**config.mk**
```make
export PLATFORM = sky130hd
export DESIGN_NAME = ims_top
export DESIGN_NICKNAME = d
export VERILOG_FILES = /design/src/ims_pkg.sv /design/src/ims_indexer.sv /design/src/ims_top.sv
export VERILOG_INCLUDE_DIRS = /design/src
export SDC_FILE = /design/constraint.sdc
export NUM_CORES = 1
export LEC_CHECK = 0
export BUFFER_PORTS_ARGS = -buffer_cell sky130_fd_sc_hd__buf_2
export CAP_MARGIN = 20
export CORE_ASPECT_RATIO = 0.9
export CORE_MARGIN = 5
export CORE_UTILIZATION = 45
export DETAILED_ROUTE_END_ITERATION = 8
export PLACE_DENSITY = 0.67
export SYNTH_ARGS = -nofsm -noshare
export SYNTH_HDL_FRONTEND = slang
export SYNTH_SLANG_ARGS = --single-unit
```
**constraint.sdc**
```tcl
create_clock -name core_clk -period 4.6 [get_ports core_clk]
set_input_delay 0.23 -clock core_clk [delete_from_list [all_inputs] [get_ports core_clk]]
set_output_delay 0.23 -clock core_clk [all_outputs]
set_load 0.01 [all_outputs]
```
**src/ims_params.svh**
```systemverilog
`ifndef IMS_PARAMS_SVH
`define IMS_PARAMS_SVH

// ----------------------------------------
// clock and timing
// ----------------------------------------
`define IMS_CLK_MHZ 125
`define IMS_HOLD_DLY_US 100000
`define IMS_HOLD_DLY_CYC (`IMS_HOLD_DLY_US * `IMS_CLK_MHZ)
`define IMS_BOOT_LATCH 2'h2

// ----------------------------------------
// synchroniser bit positions
// ----------------------------------------
`define IMS_NPIN 9
`define IMS_P_MODE 0
`define IMS_P_SLEEP 1
`define IMS_P_STEP 2
`define IMS_P_DIR 3
`define IMS_P_SHA 4
`define IMS_P_SHB 5
`define IMS_P_SHC 6
`define IMS_P_SHD 7
`define IMS_P_SHE 8

// ----------------------------------------
// serial registers
// ----------------------------------------
`define IMS_FRAME_BITS 16
`define IMS_ADDR_CTRL 7'h00
`define IMS_ADDR_SCALE 7'h01
`define IMS_ADDR_HOLD 7'h02
`define IMS_ADDR_STAT 7'h03
`define IMS_CTRL_RST 8'h06
`define IMS_SCALE_RST 8'hff
`define IMS_HOLD_RST 8'h80
`define IMS_CTRL_AUTO_BIT 4
`define IMS_CTRL_VREF_BIT 5
`define IMS_HW_CURRENT 8'hff

`endif

```
**src/ims_pkg.sv**
```systemverilog
package ims_pkg;
	typedef enum logic {
		IMS_ST_IDLE,
		IMS_ST_SHIFT
	} ims_spi_st_e;
	typedef logic [9:0] ims_pos_t;
	typedef logic [3:0] ims_res_t;
endpackage

```
**src/ims_indexer.sv**
```systemverilog
`timescale 1ns/1ps
`default_nettype none
`include "ims_params.svh"

module ims_indexer (
	input wire logic core_clk,
	input wire logic rst_n,
	input wire logic clk_en,
	input wire logic step_evt,
	input wire logic dir,
	input wire ims_pkg::ims_res_t res_mode,
	input wire logic auto_en,
	output ims_pkg::ims_pos_t pos_q
);
	// ----------------------------------------
	// resolution decode
	// ----------------------------------------
	// position counts 1024 per electrical cycle, so 1/256 moves one count
	function automatic logic [3:0] res_shift(input ims_pkg::ims_res_t r);
		case (r)
			4'h0, 4'h1: res_shift = 4'h8;
			4'h2, 4'h3: res_shift = 4'h7;
			4'h4: res_shift = 4'h6;
			4'h5: res_shift = 4'h5;
			4'h6: res_shift = 4'h4;
			4'h7: res_shift = 4'h3;
			4'h8: res_shift = 4'h2;
			4'h9: res_shift = 4'h1;
			4'ha: res_shift = 4'h0;
			default: res_shift = 4'h4;
		endcase
	endfunction

	logic [3:0] shift;
	logic [10:0] inc;
	logic [23:0] per_cnt_q;
	logic [23:0] per_q;
	logic [23:0] tick_cnt_q;
	logic [10:0] pend_q;
	logic dir_q;
	logic tick;
	logic [10:0] pend_d;
	ims_pkg::ims_pos_t pos_d;

	assign shift = res_shift(res_mode);
	assign inc = 11'h1 << shift;
	// sub-step spacing is the last step period split evenly
	assign tick = auto_en && (pend_q != 11'h0) && (tick_cnt_q >= (per_q >> shift));
	assign pend_d = pend_q + (step_evt ? inc : 11'h0) - (tick ? 11'h1 : 11'h0);
	assign pos_d = !auto_en ? (step_evt ? (dir ? pos_q + inc[9:0] : pos_q - inc[9:0]) : pos_q)
		: (tick ? (dir_q ? pos_q + 10'h1 : pos_q - 10'h1) : pos_q);

	always_ff @(posedge core_clk) begin
		if (!rst_n) begin
			pos_q <= 10'h0;
			per_cnt_q <= 24'h0;
			per_q <= 24'h0;
			tick_cnt_q <= 24'h0;
			pend_q <= 11'h0;
			dir_q <= 1'b0;
		end else if (clk_en) begin
			pos_q <= pos_d;
			pend_q <= auto_en ? pend_d : 11'h0;
			per_cnt_q <= step_evt ? 24'h0 : (&per_cnt_q ? per_cnt_q : per_cnt_q + 24'h1);
			if (step_evt) begin
				per_q <= per_cnt_q;
				dir_q <= dir;
			end
			tick_cnt_q <= (tick || step_evt) ? 24'h0 : tick_cnt_q + 24'h1;
		end
	end
endmodule // ims_indexer

`default_nettype wire

```
**src/ims_top.sv**
```systemverilog
`timescale 1ns/1ps
`default_nettype none
`include "ims_params.svh"

// Functional notes
// - interface select is sampled at power-up and at each sleep exit, and held until the next.
// - a low sample selects pin configuration taken from the strapping inputs.
// - a high sample selects the serial port with its extra features.
// - five shared pins carry strap inputs in pin mode; four of them carry serial signals in serial mode (shp_b is reserved).
// - serial mode has an 8-bit register scaling the regulated current.
// - serial mode has an 8-bit register setting the standstill holding current.
// - the indexer moves winding position from step and direction, full step to 1/256.
// - internal reference enable set to one selects the internal reference.
// - automatic microstepping splits slow input steps into fine internal steps.
// - a sleep state under external control stops driving the motor.
module ims_top #(
	parameter int HOLD_DLY_CYC = `IMS_HOLD_DLY_CYC
) (
	input wire logic core_clk,
	input wire logic rst_n,
	input wire logic clk_en,
	input wire logic iface_sel,
	input wire logic sleep_ctrl_low,
	input wire logic step_in,
	input wire logic dir_in,
	input wire logic shp_a,
	input wire logic shp_b,
	input wire logic shp_c_i,
	input wire logic shp_d,
	input wire logic shp_e,
	output logic shp_c_o,
	output logic shp_c_oe,
	output logic spi_mode_q,
	output logic bridge_en_q,
	output ims_pkg::ims_res_t res_mode_q,
	output ims_pkg::ims_pos_t winding_pos_q,
	output logic [7:0] current_code_q,
	output logic standstill_q,
	output logic vref_int_q,
	output logic auto_step_q,
	output logic off_time_sel_q,
	output logic decay_sel_a_q,
	output logic decay_sel_b_q
);
	// ----------------------------------------
	// pin synchronisers
	// ----------------------------------------
	// shp_a: step_res_sel_a / serial_chip_sel_low, shp_b: off_time_sel / reserved,
	// shp_c: decay_sel_b / data out, shp_d: decay_sel_a / data in, shp_e: step_res_sel_b / clock
	logic [`IMS_NPIN-1:0] pin_raw;
	logic [`IMS_NPIN-1:0] s1_q;
	logic [`IMS_NPIN-1:0] s2_q;
	logic [`IMS_NPIN-1:0] s3_q;

	assign pin_raw = {shp_e, shp_d, shp_c_i, shp_b, shp_a, dir_in, step_in, sleep_ctrl_low, iface_sel};

	always_ff @(posedge core_clk) begin
		if (!rst_n) begin
			s1_q <= '0;
			s2_q <= '0;
			s3_q <= '0;
		end else if (clk_en) begin
			s1_q <= pin_raw;
			s2_q <= s1_q;
			s3_q <= s2_q;
		end
	end

	// ----------------------------------------
	// interface latch and sleep
	// ----------------------------------------
	logic [1:0] boot_q;
	logic asleep;
	logic sleep_exit;
	logic latch_evt;

	assign asleep = !s2_q[`IMS_P_SLEEP];
	assign sleep_exit = s2_q[`IMS_P_SLEEP] && !s3_q[`IMS_P_SLEEP];
	// boot sample waits until the synchroniser holds a real pin level
	assign latch_evt = (boot_q == `IMS_BOOT_LATCH) || sleep_exit;

	always_ff @(posedge core_clk) begin
		if (!rst_n) begin
			boot_q <= 2'h0;
			spi_mode_q <= 1'b0;
			bridge_en_q <= 1'b0;
		end else if (clk_en) begin
			boot_q <= (boot_q == 2'h3) ? boot_q : boot_q + 2'h1;
			if (latch_evt)
				spi_mode_q <= s2_q[`IMS_P_MODE];
			bridge_en_q <= !asleep && (boot_q == 2'h3);
		end
	end

	// ----------------------------------------
	// serial port
	// ----------------------------------------
	ims_pkg::ims_spi_st_e st_q;
	logic [3:0] bit_cnt_q;
	logic [`IMS_FRAME_BITS-1:0] rx_q;
	logic [`IMS_FRAME_BITS-1:0] tx_q;
	logic [7:0] rd_q;
	logic [7:0] ctrl_q;
	logic [7:0] scale_q;
	logic [7:0] hold_q;
	logic cs_active;
	logic cs_fall;
	logic sclk_rise;
	logic sclk_fall;
	logic frame_end;
	logic [`IMS_FRAME_BITS-1:0] frame;
	logic wr_en;
	logic [7:0] stat;

	// reserved pin (shp_b) is never read in serial mode
	assign cs_active = spi_mode_q && !s2_q[`IMS_P_SHA];
	assign cs_fall = cs_active && s3_q[`IMS_P_SHA];
	assign sclk_rise = s2_q[`IMS_P_SHE] && !s3_q[`IMS_P_SHE];
	assign sclk_fall = !s2_q[`IMS_P_SHE] && s3_q[`IMS_P_SHE];
	assign frame = {rx_q[`IMS_FRAME_BITS-2:0], s2_q[`IMS_P_SHD]};
	assign frame_end = (st_q == ims_pkg::IMS_ST_SHIFT) && cs_active && sclk_rise
		&& (bit_cnt_q == 4'hf);
	assign wr_en = frame_end && frame[15];
	assign stat = {5'h00, standstill_q, bridge_en_q, spi_mode_q};

	// unmapped addresses read zero and ignore writes
	function automatic logic [7:0] read_reg(input logic [6:0] a, input logic [7:0] c,
		input logic [7:0] s, input logic [7:0] h, input logic [7:0] st);
		case (a)
			`IMS_ADDR_CTRL: read_reg = c;
			`IMS_ADDR_SCALE: read_reg = s;
			`IMS_ADDR_HOLD: read_reg = h;
			`IMS_ADDR_STAT: read_reg = st;
			default: read_reg = 8'h00;
		endcase
	endfunction

	always_ff @(posedge core_clk) begin
		if (!rst_n) begin
			st_q <= ims_pkg::IMS_ST_IDLE;
			bit_cnt_q <= 4'h0;
			rx_q <= '0;
			tx_q <= '0;
			rd_q <= 8'h00;
		end else if (clk_en) begin
			case (st_q)
				ims_pkg::IMS_ST_IDLE: begin
					if (cs_fall) begin
						st_q <= ims_pkg::IMS_ST_SHIFT;
						bit_cnt_q <= 4'h0;
						tx_q <= {stat, rd_q};
					end
				end
				ims_pkg::IMS_ST_SHIFT: begin
					if (!cs_active) begin
						st_q <= ims_pkg::IMS_ST_IDLE;
					end else if (sclk_rise) begin
						rx_q <= frame;
						bit_cnt_q <= bit_cnt_q + 4'h1;
						if (frame_end)
							rd_q <= read_reg(frame[14:8], ctrl_q, scale_q, hold_q, stat);
					end else if (sclk_fall) begin
						tx_q <= {tx_q[`IMS_FRAME_BITS-2:0], 1'b0};
					end
				end
				default: st_q <= ims_pkg::IMS_ST_IDLE;
			endcase
		end
	end

	always_ff @(posedge core_clk) begin
		if (!rst_n) begin
			ctrl_q <= `IMS_CTRL_RST;
			scale_q <= `IMS_SCALE_RST;
			hold_q <= `IMS_HOLD_RST;
		end else if (clk_en && wr_en) begin
			if (frame[14:8] == `IMS_ADDR_CTRL)
				ctrl_q <= frame[7:0];
			if (frame[14:8] == `IMS_ADDR_SCALE)
				scale_q <= frame[7:0];
			if (frame[14:8] == `IMS_ADDR_HOLD)
				hold_q <= frame[7:0];
		end
	end

	always_ff @(posedge core_clk) begin
		if (!rst_n) begin
			shp_c_o <= 1'b0;
			shp_c_oe <= 1'b0;
		end else if (clk_en) begin
			shp_c_o <= tx_q[`IMS_FRAME_BITS-1];
			shp_c_oe <= cs_active && (st_q == ims_pkg::IMS_ST_SHIFT);
		end
	end

	// ----------------------------------------
	// configuration routing
	// ----------------------------------------
	ims_pkg::ims_res_t hw_res;
	logic step_evt;
	logic [23:0] idle_cnt_q;
	logic idle_done;

	// only driven levels are seen here; floating strap levels are not resolved
	assign hw_res = s2_q[`IMS_P_SHE] ? (s2_q[`IMS_P_SHA] ? 4'h5 : 4'h4)
		: (s2_q[`IMS_P_SHA] ? 4'h2 : 4'h0);
	assign step_evt = s2_q[`IMS_P_STEP] && !s3_q[`IMS_P_STEP] && bridge_en_q;
	assign idle_done = idle_cnt_q >= HOLD_DLY_CYC[23:0];

	always_ff @(posedge core_clk) begin
		if (!rst_n) begin
			res_mode_q <= 4'h0;
			off_time_sel_q <= 1'b0;
			decay_sel_a_q <= 1'b0;
			decay_sel_b_q <= 1'b0;
			vref_int_q <= 1'b0;
			auto_step_q <= 1'b0;
		end else if (clk_en) begin
			res_mode_q <= spi_mode_q ? ctrl_q[3:0] : hw_res;
			off_time_sel_q <= !spi_mode_q && s2_q[`IMS_P_SHB];
			decay_sel_a_q <= !spi_mode_q && s2_q[`IMS_P_SHD];
			decay_sel_b_q <= !spi_mode_q && s2_q[`IMS_P_SHC];
			vref_int_q <= spi_mode_q && ctrl_q[`IMS_CTRL_VREF_BIT];
			auto_step_q <= spi_mode_q && ctrl_q[`IMS_CTRL_AUTO_BIT];
		end
	end

	// ----------------------------------------
	// current level and standstill
	// ----------------------------------------
	always_ff @(posedge core_clk) begin
		if (!rst_n) begin
			idle_cnt_q <= 24'h0;
			standstill_q <= 1'b0;
			current_code_q <= 8'h00;
		end else if (clk_en) begin
			idle_cnt_q <= step_evt ? 24'h0 : (idle_done ? idle_cnt_q : idle_cnt_q + 24'h1);
			standstill_q <= spi_mode_q && idle_done && !step_evt;
			if (!bridge_en_q)
				current_code_q <= 8'h00;
			else if (!spi_mode_q)
				current_code_q <= `IMS_HW_CURRENT;
			else
				current_code_q <= standstill_q ? hold_q : scale_q;
		end
	end

	ims_indexer u_indexer (
		.core_clk(core_clk),
		.rst_n(rst_n),
		.clk_en(clk_en),
		.step_evt(step_evt),
		.dir(s2_q[`IMS_P_DIR]),
		.res_mode(res_mode_q),
		.auto_en(auto_step_q),
		.pos_q(winding_pos_q)
	);
endmodule // ims_top

`default_nettype wire

```
# Yosys cells after proc, flatten, opt, wreduce, memory -nomap -nowiden
# Memory sizes are Yosys's and may differ from the RTL's. A register that Yosys moved wholly into a read port is not among the register bits.
# Index checks and enable logic that the tools add are counted.
totals:
  out_inout_bits: 32
  mem_bits_ro: 64
  n_memories: 1
  regBits: 237
mem_list:
  columns: ["name", "words", "word_bits", "read_ports", "rd_ports_with_merged_regs", "wr", "line_no", "source"]
  rows:
  - ["(no name shown)", 16, 4, 1, 1, 0, "ims_indexer.sv:20", "case (r)"]
op_classes:
  addsub: 11
  shifts: 2
  n_reduce_logical: 48
  mux: 35
  magnitude_cmp: 2
  bitwise: 2
  n_eq_ne: 14
op_table:
  columns: ["op", "count"]
  rows:
  - ["two-way mux 24 bit", 5]
  - ["adder 24 x 1 -> 24 bit (second input constant)", 3]
  - ["two-way mux 16 bit", 4]
  - ["two-way mux 10 bit", 5]
  - ["one-hot mux 16 bit (2 select lines)", 1]
  - ["one-hot mux 8 bit (4 select lines)", 1]
  - [">= comparator 24 bit", 1]
  - [">= comparator 24 bit (second input constant)", 1]
  - ["two-way mux 4 bit", 6]
  - ["two-way mux 8 bit", 3]
  - ["AND reduction 24 bit", 1]
  - [">> shifter 24 x 4 -> 24 bit", 1]
  - ["logical AND 1 bit", 22]
  - ["two-way mux 11 bit", 2]
  - ["AND reduction 2 bit", 8]
  - ["equality test 7 x 2 -> 1 bit (second input constant)", 2]
  - ["adder 11 bit", 1]
  - ["nonzero test 11 bit", 1]
  - ["left shift 1 x 4 -> 11 bit (first input constant)", 1]
  - ["subtractor 11 bit", 1]
  - ["adder 10 x 1 -> 10 bit (second input constant)", 1]
  - ["adder 10 bit", 1]
  - ["AND reduction 5 bit", 2]
  - ["subtractor 10 x 1 -> 10 bit (second input constant)", 1]
  - ["20 further kinds", 39]

# Depth between registers and ports, before layout
# Gate-level depths: netlist (run 1).
logic_depth:
  depth_word: 8
  ltp_mapped: 28

# Cells and area by module
# From an unflattened synthesis (run 1), not the netlist that was laid out.
hier_totals:
  hier_cells: 1551
  area_unflattened_um2: 12685.9
modules_own_cells:
  columns: ["mod", "area_each_um2", "n_inst", "seq_area_each_um2", "cells_each"]
  rows:
  - ["ims_indexer", 6715.2, 1, 1881.8, 852]
  - ["ims_top", 5970.7, 1, 2762.6, 699]

# Least setup slack after synthesis (run 1)
# OpenSTA, ideal clock, no wires.
synth_timing:
  kind: "register to register"
  startpoint: "reg, netlist name u_indexer.shift[0]"
  endpoint: "reg u_indexer.pend_q[10]"
  setup_time_ns: 0.122
  path_buffers: 2
  path_stages_with_launch: 25
  arrival_ns: 4.505
  path_slack_ns: -0.026
  cell_sequence: "dfxtp_1 > buf_1 > mux2i_1 > o21ai_0 > mux2i_1 > or2_2 > ha_1 > nand4_1 > nor2_1 > a221oi_1 > nand3_1 > o21a_1 > clkbuf_1 > ha_1 > inv_1 > ha_1 > inv_1 > fa_1 > nor2b_1 > o21ai_0 > a21oi_1 > o41ai_1 > o21ai_0 > xnor2_1 > o21ai_0"
synth_between:
  elab_chain_cells: 6
  elab_cells_between_ends: 9
  cone_classes: "2 x add/sub; 1 x order compare; 2 x shift; 3 x mux; 1 x reduce/logical"
synth_rtl:
  columns: ["element", "line_no", "source"]
  rows:
  - [">> shifter 24 x 4 -> 24 bit", "ims_indexer.sv:48", "assign tick = auto_en && (pend_q != 11'h0) && (tick_cnt_q >= (per_q >> shift));"]
  - [">= comparator 24 bit", "ims_indexer.sv:48", null]
  - ["logical AND 1 bit", "ims_indexer.sv:48", null]
  - ["two-way mux 1 bit", "ims_indexer.sv:49", "assign pend_d = pend_q + (step_evt ? inc : 11'h0) - (tick ? 11'h1 : 11'h0);"]
  - ["subtractor 11 bit (*)", "ims_indexer.sv:49", null]
  - ["two-way mux 11 bit (*)", "ims_indexer.sv:63", "pend_q <= auto_en ? pend_d : 11'h0;"]
  - ["to (signal assigned)", "ims_indexer.sv:63", null]
  - ["to (decl)", "ims_indexer.sv:39", "logic [10:0] pend_q;"]
# Mark *: on every way between the ends. The rest lies on a longest branch, timed or not.
# A chain may end at the register's enable or synchronous reset.

# Worst setup path in the final report (run 1)
layout_timing:
  startpoint: "reg, netlist name u_indexer.shift[0]"
  endpoint: "reg u_indexer.pend_q[7]"
layout_between:
  elab_chain_cells: 6
  elab_cells_between_ends: 9
  cone_classes: "2 x add/sub; 1 x order compare; 2 x shift; 3 x mux; 1 x reduce/logical"
layout_rtl:
  columns: ["element", "line_no"]
  rows:
  - [">> shifter 24 x 4 -> 24 bit", "ims_indexer.sv:48"]
  - [">= comparator 24 bit", "ims_indexer.sv:48"]
  - ["logical AND 1 bit", "ims_indexer.sv:48"]
  - ["two-way mux 1 bit", "ims_indexer.sv:49"]
  - ["subtractor 11 bit (*)", "ims_indexer.sv:49"]
  - ["two-way mux 11 bit (*)", "ims_indexer.sv:63"]
# Marked as above.

==> results of run 1 <==
==> placed cells by master (no fill, tap or decap), types with 11 or more instances in the layout <==
| cell type | count |
|---|---|
| nor3_1 | 23 |
| a22oi_1 | 13 |
| nor2_1 | 112 |
| or3_1 | 13 |
| inv_1 | 53 |
| o21ai_1 | 11 |
| o21ai_0 | 57 |
| nand4_1 | 23 |
| dfxtp_1 | 235 |
| and2_1 | 22 |
| nand2_1 | 229 |
| ha_1 | 61 |
| nor2b_1 | 71 |
| o211a_1 | 13 |
| and3_1 | 18 |
| xnor2_1 | 32 |
| buf_2 | 41 |
| clkbuf_16 | 27 |
| a21boi_0 | 60 |
| buf_4 | 42 |
| xor2_1 | 27 |
| mux2i_1 | 99 |
| nand3_1 | 61 |
| a21oi_1 | 52 |
==> worst register-to-register path, cell delays in order (launching register included) <==
cell	delay [ps]
dfxtp_4	440
buf_6	150
mux2_2	360
mux2_4	280
and2_1	170
a211oi_2	150
a31oi_1	60
inv_1	110
ha_4	140
nand2_2	60
nor3_2	190
a21oi_2	80
nor2_1	120
o21a_1	210
ha_4	160
inv_1	50
ha_1	270
a21o_1	220
a211oi_2	200
nor2_2	70
o41ai_2	320
buf_4	170
xor2_1	150
o22ai_1	80
and2_1	170
==> layer usage <==
| metal | GRT usage (%) | vias to the layer above | wire [um] |
|---|---|---|---|
| li1 | - | 5449 | - |
| met1 | 25.7 | 5049 | 14600 |
| met3 | 2.35 | 44 | 1170 |
| met5 | 0 | - | 0 |
| met4 | 4.56 | 0 | 660 |
| met2 | 29.4 | 199 | 13700 |
==> metrics by stage <==
stage	instances	worst slack, ps	hold slack (ps)	TNS [ps]	instance area (um^2)
after floorplan	1544	52.6	399	0	13000
after global placement	1905	80.1	453	0	13600
after detailed placement	1905	-66.3	457	-70.3	13600
after CTS	1957	19.6	59.4	0	14600
after global routing	1963	-77.2	77.9	-233	14800
final	1963	114	90.1	0	14800
==> logic make-up (layout without fill, tap and decap cells) <==
group	after synthesis	in the layout	synth area share, %
AND/OR/NAND/NOR	629	629	23.8
adder cells (fa/ha/maj)	67	67	6.58
buffers and inverters	143	196	4.45
XOR/XNOR	59	59	3.98
multiplexers	120	120	10.1
AO/OA/AOI/OAI	290	290	14.7
flip-flops	236	236	36.4
==> where the power goes <==
part / leakage [uW] / switching (uW) / total (uW) / internal (uW)
clock: 0.000414 / 851 / 2080 / 1230
sequential: 0.00191 / 19.9 / 2080 / 2060
combinational: 0.00360 / 203 / 355 / 152
total: 0.00593 / 1070 / 4520 / 3450
==> what timing repair did <==
item,in CTS,in global routing
hold buffers,9,0
setup buffers,0,5
pin swaps,1,20
hold endpoints to repair,9,0
setup endpoints to repair,3,7
gates resized for setup,5,49
gates cloned,0,1
==> registers in the layout, indices dropped and copies added, names as in the netlist, 9 cells and up <==
register and count:
idle_cnt_q 24, rx_q 15, s1_q 9, s2_q 9
tx_q 16, u_indexer.pend_q 11, u_indexer.per_cnt_q 24, u_indexer.per_q 24
u_indexer.pos_q 10, u_indexer.tick_cnt_q 24
==> final timing paths <==
path,startpoint,end,slack (ps)
setup reg to reg,u_indexer.shift[0],u_indexer.pend_q[7],110
setup / recovery,u_indexer.shift[0],u_indexer.pend_q[7],110
hold reg to reg,tx_q[12],tx_q[12],470
hold / removal,rst_n,scale_q[4],90
==> cell type report <==
cell class	instances	share of cell area [%]
Clock buffer	36	4.98
Clock inverter	7	0.785
Inverter	55	1.39
Multi-Input combinational cell	1165	53.0
Sequential cell	236	31.9
Tap cell	366	3.09
Timing Repair Buffer	98	4.84
==> summary.md, run 1 <==
| Metric | Value |
|---|---|
| CTS clock-pin slew for the worst setup and hold paths | `approximately 60 ps` |
| Outcome | `completed` |
| Nature of the critical path startpoint | `register` |
| FF+latch count, synth | `236` |
| I/O Pins | `44` |
| Drt total wl | `between 30 and 40 mm` |
| Chip width | `189 um` |
| Worst hold path class | `in2reg` |
| DRC viols | `0` |
| Ant diodes | `0` |
| Highest clock rate | `0.223 GHz` |
| Slowest stage delay, CP | `440 ps` |
| Worst Max-Slew Pin Slew | `a little over 900 ps` |
| Ys Warns | `0` |
| Synth Net Count | `~1600` |
| Total track usage | `18.1%` |
| Wirelength per Cell | `~15 um` |
| Dominant synthesized flop cell | `dfxtp_1` |
| CP Cell Sequence | `buf_6, mux2_2, mux2_4, and2_1, a211oi_2, a31oi_1, inv_1, ha_4, nand2_2, nor3_2, a21oi_2, nor2_1, o21a_1, ha_4, inv_1, ha_1, a21o_1, a211oi_2, nor2_2, o41ai_2, buf_4, xor2_1, o22ai_1, and2_1` |
| FILL cells | `between 2000 and 3000` |
| CTS H-tree depth | `1` |
| Vias in the first global route | `10100` |
| Num CTS Buffers | `26` |
| R2R depth | `24` |
| Critical path capture point type | `register` |
| Stages on worst setup path | `24` |
| DR vias | `roughly 11000` |
| Maximum vdd drop | `0.000281 V` |
| Arr. time, crit path | `4920 ps` |
| Largest net degree at the start of global routing | `85` |
| FFs w/ async S/R, synth | `0%` |
| Initial antenna violation count | `0` |
| Critical Path RT | `about 5000 ps` |
| Crit share post-route | `a little over nine tenths` |
| Number of synthesized flops with an enable pin | `0` |
| First-pass GRT wire length | `between 50 and 60 mm` |
| Num rows | `between 50 and 60` |
| Area contributors post-synth | `dfxtp_1, mux2i_1, nand2_1, ha_1, nor2b_1` |
| Max stage delay cell, worst path | `dfxtp_4` |
| Final setup fails | `0` |
| Crit-path max FO | `8` |
| CP bufs+invs | `4` |
| GRT overflow | `0` |
| Core area | `0.0286 mm^2` |
| Slew Limit Fails | `0` |
| Fin nets | `roughly 1700` |
| Util after Layout | `51.8%` |
| DR iter-0 viols | `between 600 and 700` |
| Cell leakage power | `a little under 0.006 uW` |
| Routed Antenna Nets | `0` |
| Max-Cap Viols | `0` |
| Clock insertion delay at the later pin of the skew report | `approximately 540 ps` |
| Buffers on Ports | `between 40 and 50` |
| Post-layout min period | `approximately 4500 ps` |
| CTS tree | `yes` |
| Fin. Hold Viols | `0` |
| Gate Count Post-Synth | `1544` |
| Relative slew slack | `between 30% and 40%` |
| Clock sinks | `around 240` |
| CTS max path bufs | `3` |
| Vias per cell | `about 5.5` |
| Footprint of the multi-input gates | `approximately 0.008 mm^2` |
| GP Congestion | `about 0.9` |
| Skew final | `between 9 and 10 ps` |
| Seq/Total Area, Yosys | `36.4%` |
| Crit Path Category | `reg2reg` |
| Distinct cell type count after synthesis | `71` |
| PwrDens | `between 300 and 400 mW/mm^2` |
| Synth cell count leaders | `dfxtp_1, nand2_1, nor2_1, mux2i_1, nor2b_1` |
| Post-synth top area share | `between 30% and 40%` |
| Most frequent cell after synthesis | `dfxtp_1` |
| Synthesized area per cell | `8.40 um^2` |
| HPWL Detailed | `a little over 20 mm` |
| Area leader, netlist | `dfxtp_1` |
| Initial Util | `a little under half` |
| Ratio of cells with drive above 1 in the final layout | `a little over an eighth` |
| Drt pass-1 iters | `5` |
| Root buffer cell | `clkbuf_16` |
| Power Total | `approximately 4500 uW` |
| Post-Syn Area | `0.0130 mm^2` |
| Die ar. | `approximately 0.032 mm^2` |
| Register Area | `roughly 0.0047 mm^2` |
| Height of the die | `about 170 um` |
| Syn-to-layout area delta | `14.3%` |
| Top Family by Delay on Critical Path | `compound AO/OA/AOI/OAI gates` |
| Hold Crit Depth | `2` |
No activity file was read; power rests on OpenSTA's default activity.
==> run 2, diff against run 1 <==
--- a/config.mk
+++ b/config.mk
@@ -7,8 +7,8 @@
 export NUM_CORES = 1
 export LEC_CHECK = 0
 export BUFFER_PORTS_ARGS = -buffer_cell sky130_fd_sc_hd__buf_2
-export CAP_MARGIN = 20
-export CORE_ASPECT_RATIO = 0.9
+export CAP_MARGIN = 0
+export CORE_ASPECT_RATIO = 2
 export CORE_MARGIN = 5
 export CORE_UTILIZATION = 45
 export DETAILED_ROUTE_END_ITERATION = 8
==> run 2 against run 1 <==
Net effect: register-to-register slack got worse by 70 ps; die area increased by 0.62%; critical path type unchanged; count of clock-buffer cells in the layout is the same; global-route usage up 0.16 points; sequential cell count stayed put; via count up 0.52%; clock skew is 15 ps higher; combinational power is 3% higher; first-iteration DRC count is 2.3% lower; largest power group unchanged; maximum frequency is 1.5% lower; cell count grew 0.51%; worst hold slack better by 200 ps.
==> summary.md, run 2 (synthesis gave the netlist of run 1 again) <==
| Metric | Value |
|---|---|
| Outcome | `completed` |
| Die ar. | `0.0325 mm^2 (+0.62%)` |
| Highest clock rate | `0.220 GHz (-1.5%)` |
| Routed Antenna Nets | `0 (unchanged)` |
| Ratio of cells with drive above 1 in the final layout | `15.1% (+1.9 points)` |
| Fin nets | `1674 (+0.78%)` |
| Maximum vdd drop | `0.000281 V (-0.29%)` |
| Arr. time, crit path | `4990 ps (+70 ps)` |
| Largest net degree at the start of global routing | `102 (+20%)` |
| Critical path capture point type | `register` |
| CTS clock-pin slew for the worst setup and hold paths | `60 ps (about the same)` |
| Crit Path Category | `reg2reg` |
| Initial Util | `45.3% (about the same)` |
| Top Family by Delay on Critical Path | `buffers and inverters` |
| RR Endpoint | `u_indexer.pend_q[2]` |
| FILL cells | `2714 (+2.6%)` |
| GRT overflow | `0 (unchanged)` |
| Initial antenna violation count | `0 (unchanged)` |
| Core area | `0.0286 mm^2 (about the same)` |
| RSZ-0062 raised after global routing | `yes` |
| Vias per cell | `5.47 (about the same)` |
| Root buffer cell | `clkbuf_16` |
| Slowest stage delay, CP | `400 ps (-40 ps)` |
| CTS H-tree depth | `1 (unchanged)` |
| Most frequent cells in the layout | `dfxtp_1, nand2_1, nor2_1, mux2i_1, nor2b_1` |
| I/O Pins | `44 (unchanged)` |
| First-pass GRT wire length | `50.1 mm (-0.27%)` |
| Cell leakage power | `0.00600 uW (+1.2%)` |
| Num CTS Buffers | `24 (-7.7%)` |
| Total track usage | `18.3% (+0.16 points)` |
| FF-to-FF Start | `u_indexer.shift[0]` |
| Nature of the critical path startpoint | `register` |
| Height of the die | `250 um (+46%)` |
| DR vias | `10800 (+0.52%)` |
| GP Congestion | `0.891 (-0.18%)` |
| Clock sinks | `236 (unchanged)` |
| Hold Startpoint | `clk_en` |
| CTS max path bufs | `3 (unchanged)` |
| Final setup fails | `0 (unchanged)` |
| Most frequent CP cell | `buf_4` |
| TNS Setup | `0 ps (unchanged)` |
| Vias in the first global route | `10200 (+0.83%)` |
| Non-Filler Instances | `1973 (+0.51%)` |
| Critical Path RT | `5040 ps (about the same)` |
| Syn-to-layout area delta | `15.5%` |
| Post-layout min period | `4550 ps (+67.8 ps)` |
| Most common cell after layout, fill and taps aside | `dfxtp_1` |
| DRC viols | `0 (unchanged)` |
| Placed Cells | `1901 (-0.21%)` |
| CP bufs+invs | `12 (+8)` |
| Chip width | `130 um (-31%)` |
| Num rows | `88 (+49%)` |
| Worst Max-Slew Pin Slew | `944 ps (+21.8 ps)` |
| Drt pass-1 iters | `5 (unchanged)` |
| CTS tree | `yes` |
| Stages on worst setup path | `27 (+13%)` |
| Wirelength per Cell | `15.5 um (+0.73%)` |
| WHS Endpoint | `current_code_q[1]` |
| DR iter-0 viols | `640 (-2.3%)` |
| Drt total wl | `30.5 mm (+1.2%)` |
| Reg2reg setup slack | `50 ps (-70 ps)` |
| Hold Crit Depth | `3 (+1)` |
| Worst hold path class | `in2reg` |
| Ant diodes | `0 (unchanged)` |
| Fin. Hold Viols | `0 (unchanged)` |
| Skew final | `24.8 ps (+15.4 ps)` |
| R2R depth | `27 (+13%)` |
| Crit share post-route | `99.0% (+1.5 points)` |
| Max stage delay cell, worst path | `fa_2` |
| Relative slew slack | `37.0% (-1.5 points)` |
| Clock insertion delay at the later pin of the skew report | `540 ps (about the same)` |
| Max-Cap Viols | `0 (unchanged)` |
| Slew Limit Fails | `0 (unchanged)` |
| Hold Slack | `285 ps (+195 ps)` |
| PwrDens | `298 mW/mm^2 (-2.1%)` |
| HPWL Detailed | `20.5 mm (-0.18%)` |
| Crit-path max FO | `7 (-1)` |
| Buffers on Ports | `43 (unchanged)` |
-- run 2: worst reg2reg max path: cells and delay by family (launching register included) --
kind / cells / cell delay (ps)
flops: 1 / 370
buf+inv: 12 / 1200
compound gates: 7 / 1140
simple gates: 3 / 340
fa+ha+maj: 4 / 1150
mux: 1 / 270
-- run 2: how the worst max path moves through the flow --
| stage | slack, ps | end | startpoint |
|---|---|---|---|
| after global routing | -220 | u_indexer.pend_q[2] | u_indexer.shift[0] |
| after CTS | 3 | u_indexer.pend_q[8] | u_indexer.shift[0] |
| after global placement | -10 | u_indexer.pend_q[10] | u_indexer.shift[0] |
| after floorplan | 50 | u_indexer.pend_q[10] | u_indexer.shift[0] |
| after detailed placement | -90 | u_indexer.pend_q[10] | u_indexer.shift[0] |
| final | 50 | u_indexer.pend_q[2] | u_indexer.shift[0] |
-- run 2: per-layer routing --
layer,vias to the layer above,GRT usage [%],wire length (um),share of wire (%)
li1,5484,-,-,-
met1,5091,24.9,13900,45
met2,171,30.0,14800,49
met3,51,1.96,972,3.2
met4,0,5.98,851,2.8
met5,-,0,0,0
-- run 2: what timing repair did --
item	4_1_cts	5_1_grt
hold buffers	9	0
setup buffers	12	6
pin swaps	3	24
gates resized for setup	5	71
gates cloned	0	1
endpoints found under the setup margin	3	8
hold endpoints to repair	9	0
-- run 2: where the power goes --
part | switching (uW) | internal (uW)
sequential | 20.0 | 2060
clock | 816 | 1200
combinational | 209 | 156
total | 1040 | 3420
-- run 2: stage by stage --
step / area [um^2] / total power, uW / util, % / setup WS, ps
after floorplan: 13000 / 2360 / - / 52.6
after detailed placement: 13600 / 2450 / 47.6 / -89.9
final: 15000 / 4470 / 52.3 / 46.4
after global routing: 15000 / 4650 / 52.3 / -225
after CTS: 14600 / 4490 / 51.1 / 2.84
after global placement: 13600 / 2450 / 47.6 / -13.3
-- run 2: area by class of cell --
type	count	area, um^2	area share [%]
Clock buffer	36	727	4.85
Clock inverter	8	96.3	0.643
Inverter	55	206	1.38
Multi-Input combinational cell	1165	7940	53.0
Sequential cell	236	4730	31.6
Tap cell	360	450	3.01
Timing Repair Buffer	113	830	5.54
